## src/verilog/pwr_pkg.sv

```systemverilog
/*
  Shared constants and types for the serial flash power-state control.
  Assumes a single 100 MHz core clock; SPI pins are sampled as synchronous inputs.
*/
`default_nettype none
package pwr_pkg;
  // Core clock period
  localparam int unsigned CLK_PERIOD_NS       = 10;
  // Power-state delays in ns (longest times, so cycle counts round down)
  localparam int unsigned DEEP_ENTRY_DELAY_NS  = 3000;
  localparam int unsigned RESUME_DELAY_NS      = 8000;
  localparam int unsigned ULTRA_ENTRY_DELAY_NS = 3000;
  localparam int unsigned ULTRA_RESUME_DELAY_NS = 30000;
  localparam int unsigned DEEP_ENTRY_CYC   = DEEP_ENTRY_DELAY_NS / CLK_PERIOD_NS;
  localparam int unsigned RESUME_CYC       = RESUME_DELAY_NS / CLK_PERIOD_NS;
  localparam int unsigned ULTRA_ENTRY_CYC  = ULTRA_ENTRY_DELAY_NS / CLK_PERIOD_NS;
  localparam int unsigned ULTRA_RESUME_CYC = ULTRA_RESUME_DELAY_NS / CLK_PERIOD_NS;
  localparam int unsigned TIMER_W          = 12;

  // Opcodes
  localparam logic [7:0] OP_DEEP_DOWN   = 8'hB9;
  localparam logic [7:0] OP_ULTRA_DOWN  = 8'h79;
  localparam logic [7:0] OP_RESUME      = 8'hAB;
  localparam logic [7:0] OP_RESET_EN    = 8'h66;
  localparam logic [7:0] OP_RESET_GO    = 8'h99;

  // Frame layout: opcode byte, then three dummy bytes, then identifier
  localparam logic [2:0] ID_FIRST_BYTE  = 3'h4;
  localparam logic [2:0] BYTE_CNT_MAX   = 3'h7;
  localparam logic [2:0] BIT_LAST       = 3'h7;

  // Arbitrary neutral identifier value
  localparam logic [7:0] DEVICE_ID_DEFAULT = 8'h5A;

  typedef enum logic [2:0] {
    ST_STANDBY, ST_DEEP_ENTRY, ST_DEEP, ST_RESUME,
    ST_ULTRA_ENTRY, ST_ULTRA, ST_ULTRA_RESET
  } pwr_state_t;

  // Serial pins as seen by the device
  typedef struct packed {
    logic cs_n;
    logic sclk;
    logic si;
  } spi_pins_t;

  // Frame progress reported by the receiver
  typedef struct packed {
    logic       sclk_rise;
    logic       sclk_fall;
    logic       cs_rise;
    logic       active;
    logic [2:0] bit_idx;
    logic [2:0] byte_cnt;
    logic [7:0] opcode;
  } frame_t;
endpackage
`default_nettype wire

```

## src/verilog/spi_frame_rx.sv

```systemverilog
/*
  Serial frame receiver: detects clock edges, counts bits and bytes,
  captures the first byte as the opcode.
  Assumes pins are already synchronous to clk_in.
*/
`timescale 1ns/1ps
`default_nettype none
module spi_frame_rx (
  input  wire logic              clk_in,     // Core clock
  input  wire logic              reset_n_in, // Async reset, active low
  input  wire pwr_pkg::spi_pins_t pins_in,   // Chip select, clock, data in
  output var  pwr_pkg::frame_t    frame_out  // Frame progress
);
  import pwr_pkg::*;

  logic       sclk_q;
  logic       cs_n_q;
  logic [2:0] bit_idx;
  logic [2:0] byte_cnt;
  logic [7:0] shift;
  logic [7:0] opcode;

  // Edge decode against previous sample
  wire sclk_rise = pins_in.sclk & ~sclk_q & ~pins_in.cs_n;
  wire sclk_fall = ~pins_in.sclk & sclk_q & ~pins_in.cs_n;
  wire cs_rise   = pins_in.cs_n & ~cs_n_q;
  wire byte_done = sclk_rise & (bit_idx == BIT_LAST);
  wire [7:0] next_shift = {shift[6:0], pins_in.si};

  // History of the pins
  always_ff @(posedge clk_in or negedge reset_n_in) begin
    if (!reset_n_in) begin
      sclk_q <= 1'b0;
      cs_n_q <= 1'b1;
    end else begin
      sclk_q <= pins_in.sclk;
      cs_n_q <= pins_in.cs_n;
    end
  end

  // Bits arrive MSB first, one per rising clock
  always_ff @(posedge clk_in or negedge reset_n_in) begin
    if (!reset_n_in) begin
      bit_idx  <= 3'h0;
      byte_cnt <= 3'h0;
      shift    <= 8'h00;
      opcode   <= 8'h00;
    end else if (pins_in.cs_n) begin
      bit_idx  <= 3'h0; // Idle: a new frame starts clean
      byte_cnt <= 3'h0;
    end else if (sclk_rise) begin
      bit_idx <= bit_idx + 3'h1;
      shift   <= next_shift;
      if (byte_done && byte_cnt != BYTE_CNT_MAX) begin
        byte_cnt <= byte_cnt + 3'h1; // Saturates; later bytes only repeat
      end
      if (byte_done && byte_cnt == 3'h0) begin
        opcode <= next_shift;
      end
    end
  end

  // Counters are cleared one cycle after the rise, so cs_rise still sees them
  assign frame_out = '{sclk_rise: sclk_rise, sclk_fall: sclk_fall, cs_rise: cs_rise,
                       active: ~pins_in.cs_n, bit_idx: bit_idx, byte_cnt: byte_cnt,
                       opcode: opcode};
endmodule
`default_nettype wire

```

## src/verilog/flash_power_ctrl.sv

```systemverilog
/*
  Power-state control of a serial flash: deep and ultra sleep entry, resume,
  identifier return and internal reset on ultra exit.
  Assumes SPI pins synchronous to clk_in (sampled fast enough to see each
  serial clock level), and busy and sleep-depth levels from the core.
*/
`timescale 1ns/1ps
`default_nettype none
// Overview of operation
// - Chip select released off a byte boundary abandons the command.
// - Deep power-down opcode ignored while program or erase is busy.
// - Ultra power-down opcode ignored while program or erase is busy.
// - In deep sleep only resume and the reset pair are decoded.
// - Resume in deep sleep leaves it and can return the identifier.
// - Plain resume: release after eighth clock, standby within resume delay.
// - Identifier resume: three dummy bytes then identifier, 40 clocks total.
// - Identifier shifted MSB first, repeated until chip select rises.
// - Resume in ultra sleep leaves it with no identifier.
// - Ultra exit does internal reset, clears SRAM, standby within delay.
// - Ultra entered by ultra opcode or deep opcode with depth bit clear.
// - Ultra sleep ignores every opcode except resume.
// - Ultra entry within entry delay after release; extra bits discarded.
// - Misaligned ultra command returns to standby; reset starts in standby.
// - Opcodes are eight bits, MSB first, one bit per serial clock.
// - Deep opcode with depth bit set enters deep sleep within entry delay.
module flash_power_ctrl #(
  parameter logic [7:0] DEVICE_ID = pwr_pkg::DEVICE_ID_DEFAULT // Arbitrary value
) (
  input  wire logic clk_in,                 // Core clock, 100 MHz
  input  wire logic reset_n_in,             // Async reset, active low
  input  wire logic cs_n_in,                // Chip select, active low
  input  wire logic sclk_in,                // Serial clock
  input  wire logic si_in,                  // Serial data in
  input  wire logic busy_flag_in,           // Program or erase in progress
  input  wire logic sleep_depth_select_in,  // 1: deep, 0: ultra on deep opcode
  output logic      so_out,                 // Serial data out
  output logic      so_oe_out,              // High while driving serial out
  output logic      standby_out,            // Ready for commands
  output logic      deep_sleep_state_out,   // In deep sleep
  output logic      ultra_sleep_state_out,  // In ultra sleep
  output logic      internal_reset_out,     // Core and SRAM reset, level
  output logic      reset_pair_out          // Reset pair decoded, one-cycle pulse
);
  import pwr_pkg::*;

  frame_t           frame;
  pwr_state_t       state;
  pwr_state_t       next_state;
  logic [TIMER_W-1:0] timer;
  logic [TIMER_W-1:0] next_timer;
  logic             reset_armed;
  logic [2:0]       id_bit;

  spi_frame_rx u_rx (
    .clk_in     (clk_in),
    .reset_n_in (reset_n_in),
    .pins_in    ('{cs_n: cs_n_in, sclk: sclk_in, si: si_in}),
    .frame_out  (frame)
  );

  // Command is valid only when whole bytes were sent
  wire aligned    = frame.cs_rise && frame.bit_idx == 3'h0 && frame.byte_cnt != 3'h0;
  wire is_deep    = frame.opcode == OP_DEEP_DOWN;
  wire is_ultra   = frame.opcode == OP_ULTRA_DOWN;
  wire is_resume  = frame.opcode == OP_RESUME;
  wire is_rst_en  = frame.opcode == OP_RESET_EN && frame.byte_cnt == 3'h1;
  wire is_rst_go  = frame.opcode == OP_RESET_GO && frame.byte_cnt == 3'h1;
  // Power-down refused while busy; the host retries
  wire go_down    = aligned && !busy_flag_in && state == ST_STANDBY;
  wire go_deep    = go_down && is_deep && sleep_depth_select_in;
  wire go_ultra   = go_down && (is_ultra || (is_deep && !sleep_depth_select_in));
  wire timer_done = timer == '0;
  // Identifier phase starts after opcode and dummy bytes
  wire id_phase   = frame.active && frame.byte_cnt >= ID_FIRST_BYTE && is_resume
                    && (state == ST_STANDBY || state == ST_DEEP);

  // Next-state decode
  always_comb begin
    next_state = state;
    next_timer = timer_done ? timer : timer - TIMER_W'(1);
    unique case (state)
      ST_STANDBY: begin
        if (go_deep) begin
          next_state = ST_DEEP_ENTRY;
          next_timer = TIMER_W'(DEEP_ENTRY_CYC);
        end else if (go_ultra) begin
          next_state = ST_ULTRA_ENTRY; // Trailing bytes are not looked at
          next_timer = TIMER_W'(ULTRA_ENTRY_CYC);
        end
      end
      ST_DEEP_ENTRY: if (timer_done) next_state = ST_DEEP;
      ST_DEEP: begin
        // Plain and identifier resume both leave on release
        if (aligned && is_resume) begin
          next_state = ST_RESUME;
          next_timer = TIMER_W'(RESUME_CYC);
        end
      end
      ST_RESUME: if (timer_done) next_state = ST_STANDBY;
      ST_ULTRA_ENTRY: if (timer_done) next_state = ST_ULTRA;
      ST_ULTRA: begin
        // Only resume is heard here, and no identifier follows
        if (aligned && is_resume) begin
          next_state = ST_ULTRA_RESET;
          next_timer = TIMER_W'(ULTRA_RESUME_CYC);
        end
      end
      ST_ULTRA_RESET: if (timer_done) next_state = ST_STANDBY;
      // Unused encoding: fall back to standby rather than lock up
      default: begin
        next_state = ST_STANDBY;
        next_timer = '0;
      end
    endcase
  end

  // State and delay timer; reset lands in standby
  always_ff @(posedge clk_in or negedge reset_n_in) begin
    if (!reset_n_in) begin
      state <= ST_STANDBY;
      timer <= '0;
    end else begin
      state <= next_state;
      timer <= next_timer;
    end
  end

  // Reset pair accepted in deep sleep; pair must be back to back
  always_ff @(posedge clk_in or negedge reset_n_in) begin
    if (!reset_n_in) begin
      reset_armed    <= 1'b0;
      reset_pair_out <= 1'b0;
    end else begin
      reset_pair_out <= 1'b0;
      if (frame.cs_rise) begin
        reset_armed <= 1'b0;
        if (state == ST_DEEP && aligned && is_rst_en) begin
          reset_armed <= 1'b1;
        end
        if (state == ST_DEEP && aligned && is_rst_go && reset_armed) begin
          reset_pair_out <= 1'b1;
        end
      end
    end
  end

  // Identifier out on falling clock, MSB first, wrapping per byte
  always_ff @(posedge clk_in or negedge reset_n_in) begin
    if (!reset_n_in) begin
      so_out    <= 1'b0;
      so_oe_out <= 1'b0;
      id_bit    <= 3'h0;
    end else if (!id_phase) begin
      so_oe_out <= 1'b0; // Released as soon as chip select rises
      id_bit    <= 3'h0;
    end else if (frame.sclk_fall) begin
      so_oe_out <= 1'b1;
      so_out    <= DEVICE_ID[BIT_LAST - id_bit];
      id_bit    <= id_bit + 3'h1;
    end
  end

  // Registered state flags; internal reset held across the ultra exit
  always_ff @(posedge clk_in or negedge reset_n_in) begin
    if (!reset_n_in) begin
      standby_out           <= 1'b1;
      deep_sleep_state_out  <= 1'b0;
      ultra_sleep_state_out <= 1'b0;
      internal_reset_out    <= 1'b0;
    end else begin
      standby_out           <= next_state == ST_STANDBY;
      deep_sleep_state_out  <= next_state == ST_DEEP;
      ultra_sleep_state_out <= next_state == ST_ULTRA;
      internal_reset_out    <= next_state == ST_ULTRA_RESET;
    end
  end

  // Checks
  a_busy_blocks_deep: assert property (@(posedge clk_in) disable iff (!reset_n_in)
    (aligned && busy_flag_in && state == ST_STANDBY) |=> state == ST_STANDBY)
    else $error("power-down taken while busy");
  a_busy_blocks_ultra: assert property (@(posedge clk_in) disable iff (!reset_n_in)
    (aligned && is_ultra && busy_flag_in && state == ST_STANDBY)
    |=> state == ST_STANDBY)
    else $error("ultra entry taken while busy");
  a_misalign_no_act: assert property (@(posedge clk_in) disable iff (!reset_n_in)
    (frame.cs_rise && frame.bit_idx != 3'h0 && state == ST_STANDBY)
    |=> state == ST_STANDBY)
    else $error("misaligned command acted on");
  a_deep_entry_time: assert property (@(posedge clk_in) disable iff (!reset_n_in)
    go_deep |-> ##[1:310] state == ST_DEEP)
    else $error("deep sleep not reached in time");
  a_ultra_entry_time: assert property (@(posedge clk_in) disable iff (!reset_n_in)
    go_ultra |-> ##[1:310] state == ST_ULTRA)
    else $error("ultra sleep not reached in time");
  a_depth_select: assert property (@(posedge clk_in) disable iff (!reset_n_in)
    (go_down && is_deep && !sleep_depth_select_in) |=> state == ST_ULTRA_ENTRY)
    else $error("deep opcode with depth clear missed ultra");
  a_deep_ignores: assert property (@(posedge clk_in) disable iff (!reset_n_in)
    (state == ST_DEEP && aligned && !is_resume) |=> state == ST_DEEP)
    else $error("deep sleep left on foreign opcode");
  a_ultra_ignores: assert property (@(posedge clk_in) disable iff (!reset_n_in)
    (state == ST_ULTRA && !(aligned && is_resume)) |=> state == ST_ULTRA)
    else $error("ultra sleep left without resume");
  a_resume_time: assert property (@(posedge clk_in) disable iff (!reset_n_in)
    (state == ST_DEEP && aligned && is_resume) |-> ##[1:810] standby_out)
    else $error("deep resume too slow");
  a_ultra_reset: assert property (@(posedge clk_in) disable iff (!reset_n_in)
    (state == ST_ULTRA && aligned && is_resume) |-> ##2 internal_reset_out)
    else $error("no internal reset on ultra exit");
  a_ultra_no_id: assert property (@(posedge clk_in) disable iff (!reset_n_in)
    state == ST_ULTRA |-> ##1 !so_oe_out)
    else $error("identifier driven in ultra sleep");
  a_id_released: assert property (@(posedge clk_in) disable iff (!reset_n_in)
    frame.cs_rise |=> !so_oe_out)
    else $error("serial out held after release");

  c_deep_cycle: cover property (@(posedge clk_in) disable iff (!reset_n_in)
    state == ST_DEEP ##[1:1000] state == ST_RESUME);
  c_ultra_cycle: cover property (@(posedge clk_in) disable iff (!reset_n_in)
    state == ST_ULTRA ##[1:1000] state == ST_ULTRA_RESET);
  c_id_out: cover property (@(posedge clk_in) disable iff (!reset_n_in)
    so_oe_out && deep_sleep_state_out);
  c_reset_pair: cover property (@(posedge clk_in) disable iff (!reset_n_in)
    reset_pair_out);
endmodule
`default_nettype wire

```

## config.mk

```make
export PLATFORM = sky130hd
export DESIGN_NAME = flash_power_ctrl
export DESIGN_NICKNAME = d
export VERILOG_FILES = /design/src/verilog/pwr_pkg.sv /design/src/verilog/spi_frame_rx.sv /design/src/verilog/flash_power_ctrl.sv
export SDC_FILE = /design/constraint.sdc
export NUM_CORES = 1
export LEC_CHECK = 0
export ABC_CLOCK_PERIOD_IN_PS = 2100
export BUFFER_PORTS_ARGS = -buffer_cell sky130_fd_sc_hd__buf_2
export CAP_MARGIN = 15
export CORE_ASPECT_RATIO = 2
export CORE_UTILIZATION = 25
export CTS_CLUSTER_DIAMETER = 100
export DETAILED_ROUTE_END_ITERATION = 8
export GPL_ROUTABILITY_DRIVEN = 1
export PLACE_DENSITY = 0.39
export SLEW_MARGIN = 10
export SYNTH_ARGS = -nofsm -noshare
export SYNTH_HDL_FRONTEND = slang
export SYNTH_SLANG_ARGS = --single-unit
export TNS_END_PERCENT = 100
```

## constraint.sdc

```tcl
create_clock -name clk_in -period 2.1 [get_ports clk_in]
set_clock_uncertainty 0.15 [all_clocks]
set_input_delay 0.105 -clock clk_in [delete_from_list [all_inputs] [get_ports clk_in]]
set_output_delay 0.105 -clock clk_in [all_outputs]
set_load 0.05 [all_outputs]
```

==> results of run 1 <==
[routing by layer]
| layer | part of all wire | up-vias |
|---|---|---|
| li1 | - | 985 |
| met1 | 0.33 | 995 |
| met2 | 0.62 | 29 |
| met3 | 0.017 | 15 |
| met4 | 0.040 | 0 |
| met5 | 0 | - |
[worst paths after layout]
kind	from	endpoint	slack, ps	cells after the start
worst max-delay path	timer[0]	timer[6]	60	6
worst min-delay path	sleep_depth_select_in	state[2]	30	3
worst max register to register	timer[0]	timer[6]	60	6
worst min register to register	reset_armed	reset_armed	350	2
max in group asynchronous	reset_n_in	standby_out	1330	3
min in group asynchronous	reset_n_in	u_rx.opcode[7]	170	3
[cell usage after synthesis (all sizes together), types with 3 or more instances]
master	instances
a31oi	5
or4	3
nand2	10
xor2	3
nand3b	3
nor4	4
mux2i	7
buf	5
clkbuf	3
dfrtp	47
nor3	16
nand2b	4
nand4	3
nand3	6
a21oi	12
mux2	17
ha	10
nor2b	3
inv	10
nor2	21
xnor2	5
nor3b	7
[flip-flops by register name, summed over array words and instances, names as in the netlist, 3 cells and up]
name,cells
id_bit,3
timer,12
u_rx.byte_cnt,3
u_rx.bit_idx,3
state,3
u_rx.opcode,8
u_rx.shift,7
[kinds of logic (layout without fill, tap and decap cells)]
logic type,Yosys count,in the layout,synth area share
flip-flops,49,49,0.478
adder cells (fa/ha/maj),11,11,0.0526
buffers and inverters,18,89,0.0336
XOR/XNOR,8,8,0.0273
multiplexers,24,24,0.102
AO/OA/AOI/OAI,34,34,0.0905
AND/OR/NAND/NOR,92,92,0.217
[worst reg2reg max path, cell delays in order, from the launching register on]
cell     delay, ps
dfrtp_1        380
inv_2           80
ha_4           140
or3b_4         430
or4_4          490
xor2_1         160
nor3_1         130
[power by group through the flow]
stage               Combinational (µW)  Sequential, µW  Clock [µW]
global route                       144            1050         891
global placement                   122            1060           0
detailed placement                 124            1060           0
CTS                                129            1040         868
floorplan                         74.1            1050           0
finish                             124            1040         834
[metrics by stage]
stage | std cells | util
floorplan | 236 | -
global placement | 425 | 0.313
detailed placement | 425 | 0.313
CTS | 439 | 0.335
global route | 442 | 0.344
finish | 442 | 0.344
[layout make-up]
cell class,count,area (µm²)
Clock inverter,1,7.51
Sequential cell,49,1230
Clock buffer,7,143
Tap cell,135,169
Inverter,10,37.5
Multi-Input combinational cell,169,1360
Timing Repair Buffer,71,531
Fill cell,1044,6610
[timing repair]
item | 4_1_cts | 5_1_grt
buffers inserted | 2 | 3
pin swaps | 2 | 8
hold endpoints to repair | 53 | 0
hold buffers | 4 | 0
resized for setup | 4 | 15
endpoints found under the setup margin | 7 | 16
==> results.json, run 1 <==
{
  "outcome": "finished clean",
  "synth.avg_cell_area_um2": 10.9,
  "coreArea_um2": 10100,
  "grt-ovfl-total": 0,
  "most-common-layout-cells": "buf_4, dfrtp_1, nor2_1",
  "yosys-top-cells-area": "dfrtp_1, mux2_2, ha_1",
  "grt.busiest_layer": "met2",
  "fp.dieW_um": 73.7,
  "maxCapViolations": 0,
  "syn-num-nets": 253,
  "drive_above_1_share": 0.404,
  "period_needed_ps": 2040,
  "preCtsSetupSlack_ps": -56.2,
  "cp_data_required_time_ps": 2160,
  "postSynth.asyncResetShare": 1.00,
  "grt_usage": 0.141,
  "p_int_uw": 1550,
  "whs_ps": 33.4,
  "power_frac_comb": 0.062,
  "critPathMaxFanout": 4,
  "syn_area_um2": 2570,
  "io_pins": 14,
  "p_seq_frac": 0.522,
  "io_buffers": 13,
  "slowest_stage": "or4_4",
  "critPathKind": "reg -> reg",
  "power.switching_uw": 449,
  "finalSetupViolCount": 0,
  "rsz0062_at_grt": "true",
  "rows": 52,
  "cts_tree": "done",
  "clock_path_buffers": 2,
  "ant_nets": 0,
  "power.density_nw_per_um2": 577,
  "drtIter0Drc": 34,
  "synth_edf_count": 0,
  "synth_seq_cells": 49,
  "hold_class": "in -> reg",
  "dpl.hpwl_um": 5320,
  "nets": 323,
  "ys_warn_count": 0,
  "synth_top_cell_by_area": "dfrtp_1",
  "antenna_found_initial": 0,
  "p_leak_uw": 0.00167,
  "use_met1": 0.126,
  "worstMarginPinSlew_ps": 388,
  "numClockSinks": 49,
  "final_common_cell": "buf_4",
  "p_total_uw": 2000,
  "switching_share": 0.224,
  "start_util": 0.255,
  "grt_pass1_vias": 2267,
  "crit_family": "simple AND/OR/NAND/NOR gates",
  "use_met3": 0.0201,
  "yosysTopAreaCellShare": 0.457,
  "hold_viol_final": 0,
  "clockPowerShare": 0.417,
  "setup_ws_ps": 62.4,
  "gp_congestion": 0.791,
  "cts_root_buf": "clkbuf_16",
  "max_stage_delay_ps": 490,
  "n_antenna_cell": 0,
  "fmax_mhz": 491,
  "fin_area_um2": 3470,
  "die_y_um": 145,
  "use_met2": 0.280,
  "timing.slew.headroom": 0.742,
  "routedWlPerCell_um": 15.2,
  "area_delta_synth_final_pct": 35.0,
  "syn-instance-count": 236,
  "ys.flop_type": "dfrtp_1",
  "placed_area_um2": 3160,
  "crit_buf_inv": 1,
  "grt_pass1_wl_um": 11200,
  "drc_errors": 0,
  "peakVddDrop_uv": 442,
  "die_area_um2": 10700,
  "cp_cell_sequence": "inv_2, ha_4, or3b_4, or4_4, xor2_1, nor3_1",
  "grt_max_degree": 50,
  "vias": 2024,
  "vias_per_cell": 4.58,
  "htree_levels": 2,
  "cp_data_arrival_time_ps": 2100,
  "path_clk_slew_ps": 70,
  "insertion_delay_ps": 290,
  "finalWirelength_um": 6720,
  "end_kind": "register",
  "maxSlewViolCount": 0,
  "fin_setup_tns_ps": 0,
  "firstDrtPassIters": 6,
  "cts_buffers": 5,
  "start_kind": "register",
  "yosysUniqueCellTypes": 54,
  "fin_crit_sh": 0.970,
  "seq_area_frac_synth": 0.478
}
Note: power is estimated with default switching activity, not from simulation.
==> run 2: changes to the inputs <==
- ABC_CLOCK_PERIOD_IN_PS: 2100 -> 1900
- PLACE_DENSITY: 0.39 -> 0.37
- clock period: 2.1 -> 1.9 ns (I/O delays scaled with it)
==> results.json, run 2 (synthesis results as in run 1) <==
{
  "fin_crit_sh": 1.08,
  "nets": 358,
  "firstDrtPassIters": 2,
  "grt_pass1_wl_um": 11900,
  "period_needed_ps": 2040,
  "grt_max_degree": 42,
  "die_area_um2": 10700,
  "p_total_uw": 2170,
  "nFillCells": 1039,
  "maxSlewViolCount": 0,
  "rows": 52,
  "cts_root_buf": "clkbuf_16",
  "antenna_found_initial": 0,
  "dpl.hpwl_um": 5690,
  "fin_area_um2": 4010,
  "critPathKind": "reg -> reg",
  "path_clk_slew_ps": 60,
  "vias": 2165,
  "vias_per_cell": 4.54,
  "clock_path_buffers": 2,
  "area_delta_synth_final_pct": 55.8,
  "drc_errors": 0,
  "cp_data_arrival_time_ps": 2100,
  "worstMarginPinSlew_ps": 408,
  "power.density_nw_per_um2": 542,
  "finish.utilization": 0.397,
  "finalSetupViolCount": 13,
  "start_kind": "register",
  "fp.dieW_um": 73.7,
  "outcome": "finished with violations",
  "regArea_um2": 1230,
  "ant_nets": 0,
  "n_antenna_cell": 0,
  "gp_congestion": 0.783,
  "final_common_cell": "buf_4",
  "largest_reg_flops": 12,
  "fmax_mhz": 490,
  "cts_tree": "done",
  "grt-ovfl-total": 0,
  "startpoint": "timer[0]",
  "timing.slew.headroom": 0.726,
  "maxCapViolations": 0,
  "numClockSinks": 49,
  "rsz0062_at_grt": "true",
  "hold_class": "in -> async",
  "htree_levels": 2,
  "regMostFlops": "timer",
  "top_regs": "timer (12), u_rx.opcode (8), u_rx.shift (7)",
  "io_buffers": 13,
  "setup_ws_ps": -143,
  "placed_area_um2": 3360,
  "violations": "setup timing",
  "drive_above_1_share": 0.570,
  "rr_startpoint": "timer[0]",
  "routedWlPerCell_um": 15.5,
  "critPathMaxFanout": 4,
  "grt_pass1_vias": 2372,
  "grt_usage": 0.150,
  "insertion_delay_ps": 290,
  "drtIter0Drc": 31,
  "whs_ps": 48.8,
  "die_y_um": 145,
  "p_leak_uw": 0.00191,
  "multiInputGateArea_um2": 1620,
  "cts_buffers": 5,
  "hold_viol_final": 0,
  "coreArea_um2": 10100,
  "start_util": 0.255,
  "fin_setup_tns_ps": -1030,
  "cp_data_required_time_ps": 1960,
  "end_kind": "register",
  "finalWirelength_um": 7410,
  "io_pins": 14,
  "peakVddDrop_uv": 504,
  "most-common-layout-cells": "buf_4, dfrtp_1, nor2_1"
}
==> run 2: cell count changes in the layout (fill, tap and decap cells not counted), sizes merged <==
cell      delta
clkbuf       -1
buf         +35
clkinv       +2
clkinvlp     -1
==> run 2: what timing repair did <==
item                       in CTS  in global routing
setup endpoints to repair      19                 30
gates resized for setup        42                 32
buffers inserted                7                 11
pin swaps                      16                 19
hold buffers                    4                  0
hold endpoints to repair       52                  0
==> run 2: metrics by stage <==
step           worst slack (ps)  std cells
5_1_grt                    -218        477
3_5_place_dp               -469        450
3_3_place_gp               -452        450
2_1_floorplan              -223        236
4_1_cts                    -123        469
6_report                   -143        477
==> run 2: area by class of cell <==
cell class / count / area share
inverters: 10 / 0.00937
well taps: 135 / 0.0422
clock inverters: 2 / 0.00250
multi-input cells: 169 / 0.404
flip-flops and latches: 49 / 0.307
clock buffers: 6 / 0.0322
repair buffers: 106 / 0.203
==> run 2: worst max-delay path, stage by stage (launching register included) <==
cell	delay (ps)
dfrtp_1	390
inv_2	80
ha_4	130
or3b_4	430
or4_4	500
xor2_1	150
nor3_1	130
==> run 2: final timing paths <==
path	to	slack, ps	depth (start not counted)
worst min-delay path	timer[2]	50	2
worst max-delay path	timer[6]	-140	6
worst min register to register	reset_armed	330	2
max in group asynchronous	standby_out	990	3
worst max register to register	timer[6]	-140	6
min in group clk_in	state[2]	50	3
==> run 2: metal layers <==
metal | global-route usage | vias to the layer above | wire, µm
met3 | 0.0194 | 6 | 97
met4 | 0.0548 | 0 | 123
met1 | 0.140 | 1075 | 2470
li1 | - | 1065 | -
met5 | 0 | - | 0
met2 | 0.307 | 19 | 4720
==> run 2: where the power goes <==
part / total, µW / leakage, µW / internal [µW] / switching (µW)
Sequential: 1160 / 0.000663 / 1110 / 43.1
Clock: 869 / 0.0000706 / 484 / 385
Combinational: 145 / 0.00118 / 84.5 / 60.9
Total: 2170 / 0.00191 / 1680 / 489
==> run 3: changes to the inputs <==
- ABC_AREA: unset -> 1
- CORE_MARGIN: unset -> 5
==> results.json, run 3 <==
{
  "drtIter0Drc": 61,
  "cp_cell_sequence": "inv_2, nand3_1, inv_1, nand3_2, nand4_1, nand3_2, nor2_1",
  "syn-instance-count": 342,
  "cts_buffers": 5,
  "synth_seq_cells": 49,
  "synth_common_cells": "nand2_1, dfrtp_1, inv_1, nor2_1, o21ai_0",
  "n_antenna_cell": 0,
  "yosys-top-cells-area": "dfrtp_1, nand2_1, inv_1",
  "cts_root_buf": "clkbuf_16",
  "die_y_um": 158,
  "postSynth.asyncResetShare": 1.00,
  "antenna_found_initial": 0,
  "dpl.hpwl_um": 5660,
  "gp_congestion": 0.809,
  "synth_top_cell_by_area": "dfrtp_1",
  "end_kind": "register",
  "start_kind": "register",
  "critPathKind": "reg -> reg",
  "path_clk_slew_ps": 70,
  "slowest_stage": "dfrtp_1",
  "r2r_slack_ps": 120,
  "yosysMostFrequentCell": "nand2_1",
  "fin_crit_sh": 0.935,
  "max_stage_delay_ps": 470,
  "p_leak_uw": 0.00167,
  "ant_nets": 0,
  "r2r_cells": 7,
  "ys_warn_count": 0,
  "routedWlPerCell_um": 13.5,
  "critPathMaxFanout": 8,
  "outcome": "finished clean",
  "period_needed_ps": 1780,
  "start_util": 0.252,
  "rows": 54,
  "syn_area_um2": 2730,
  "coreArea_um2": 10800,
  "die_area_um2": 13200,
  "regMostFlops": "timer",
  "peakVddDrop_uv": 538,
  "instances_no_fill": 520,
  "grt_pass1_vias": 2372,
  "rsz0062_at_grt": "true",
  "maxCapViolations": 0,
  "fin_area_um2": 3390,
  "firstDrtPassIters": 4,
  "seq_area_frac_synth": 0.451,
  "most-common-layout-cells": "nand2_1, dfrtp_1, inv_1",
  "ys.flop_type": "dfrtp_1",
  "setup_ws_ps": 123,
  "cp_data_required_time_ps": 1970,
  "p_total_uw": 2370,
  "insertion_delay_ps": 290,
  "worstMarginPinSlew_ps": 343,
  "cpMostUsedCell": "nand3_2",
  "hold_viol_final": 0,
  "grt_pass1_wl_um": 11700,
  "io_pins": 14,
  "synth.avg_cell_area_um2": 7.97,
  "top_regs": "timer (12), u_rx.opcode (8), u_rx.shift (7)",
  "finalWirelength_um": 7040,
  "preCtsSetupSlack_ps": 42.8,
  "cp_data_arrival_time_ps": 1850,
  "vias": 2216,
  "placed_area_um2": 3070,
  "nets": 396,
  "drc_errors": 0,
  "hold_class": "in -> async",
  "io_buffers": 13,
  "maxSlewViolCount": 0,
  "fp.dieW_um": 83.8,
  "largest_reg_flops": 12,
  "htree_levels": 2,
  "finalSetupViolCount": 0,
  "post-place-cells": 506,
  "fin_setup_tns_ps": 0,
  "grt_max_degree": 50,
  "final_common_cell": "nand2_1",
  "grt-ovfl-total": 0,
  "fmax_mhz": 563,
  "drive_above_1_share": 0.245,
  "clock_path_buffers": 2,
  "synth_edf_count": 0,
  "yosysTopAreaCellShare": 0.431,
  "grt_usage": 0.115,
  "numClockSinks": 49,
  "cts_tree": "done",
  "vias_per_cell": 4.26,
  "yosysUniqueCellTypes": 31,
  "timing.slew.headroom": 0.770,
  "area_delta_synth_final_pct": 24.3,
  "power.density_nw_per_um2": 699,
  "syn-num-nets": 359
}
[run 3: cell count changes after synthesis, sizes merged, moves of 5 or more]
cell / before / now
nand2: 10 / 91
inv: 10 / 54
nor2: 21 / 43
o21ai: 2 / 23
nand3: 6 / 23
mux2: 17 / 3
mux2i: 7 / 0
nor3b: 7 / 0
xor2: 3 / 9
a31oi: 5 / 0
[run 3: worst paths after layout]
path,start,to
worst max-delay path,state[1],internal_reset_out
worst min-delay path,reset_n_in,id_bit[0]
worst max register to register,state[1],internal_reset_out
worst min register to register,u_rx.shift[6],u_rx.shift[6]
max in group asynchronous,reset_n_in,standby_out
min in group clk_in,busy_flag_in,internal_reset_out
[run 3: layer usage]
layer / global-route usage / vias to the layer above / share of wire
met4: 0.0560 / 0 / 0.025
met2: 0.243 / 26 / 0.61
met1: 0.102 / 1029 / 0.35
met3: 0.0156 / 9 / 0.015
met5: 0 / - / 0
li1: - / 1152 / -
[run 3: worst max-delay path, delay by kind of cell (launching register included)]
family                 cells  cell delay (ps)
buffers and inverters      2              270
AND/OR/NAND/NOR            5              800
flip-flops                 1              470
[run 3: what timing repair did]
action | 4_1_cts | 5_1_grt
setup endpoints to repair | 0 | 15
buffers inserted | 0 | 2
hold buffers | 4 | 0
gates resized for setup | 0 | 17
endpoints found under the hold margin | 55 | 0
[run 3: stage by stage]
| step | hold slack, ps | utilization |
|---|---|---|
| 6_report | 171 | 0.313 |
| 5_1_grt | 213 | 0.313 |
| 4_1_cts | 179 | 0.306 |
| 3_5_place_dp | -37.5 | 0.284 |
| 3_3_place_gp | -32.7 | 0.284 |
| 2_1_floorplan | -351 | - |
[run 3: power breakdown]
group          internal (µW)  switching [µW]
clock                    759             406
combinational           37.5            64.6
sequential              1080            23.5
[run 3: cell type report]
class                      instances  area, µm²
inverter                          54        203
tap                              140        175
clock buffer                       5        125
sequential                        49       1230
clock inverter                     3       68.8
timing repair buffer              33        238
multi-input combinational        236       1350
fill                            1199       7420
[run 3: cell families (layout without fill, tap and decap cells)]
group	after synthesis	after routing	share of synthesized area
and+or+nand+nor	175	175	0.302
xor gates and xnor gates	10	10	0.0321
AOI/OAI and AO/OA	38	38	0.0776
muxes	3	3	0.0124
buffers and inverters	57	95	0.0794
DFF	49	49	0.451
adders and majority gates	10	10	0.0459
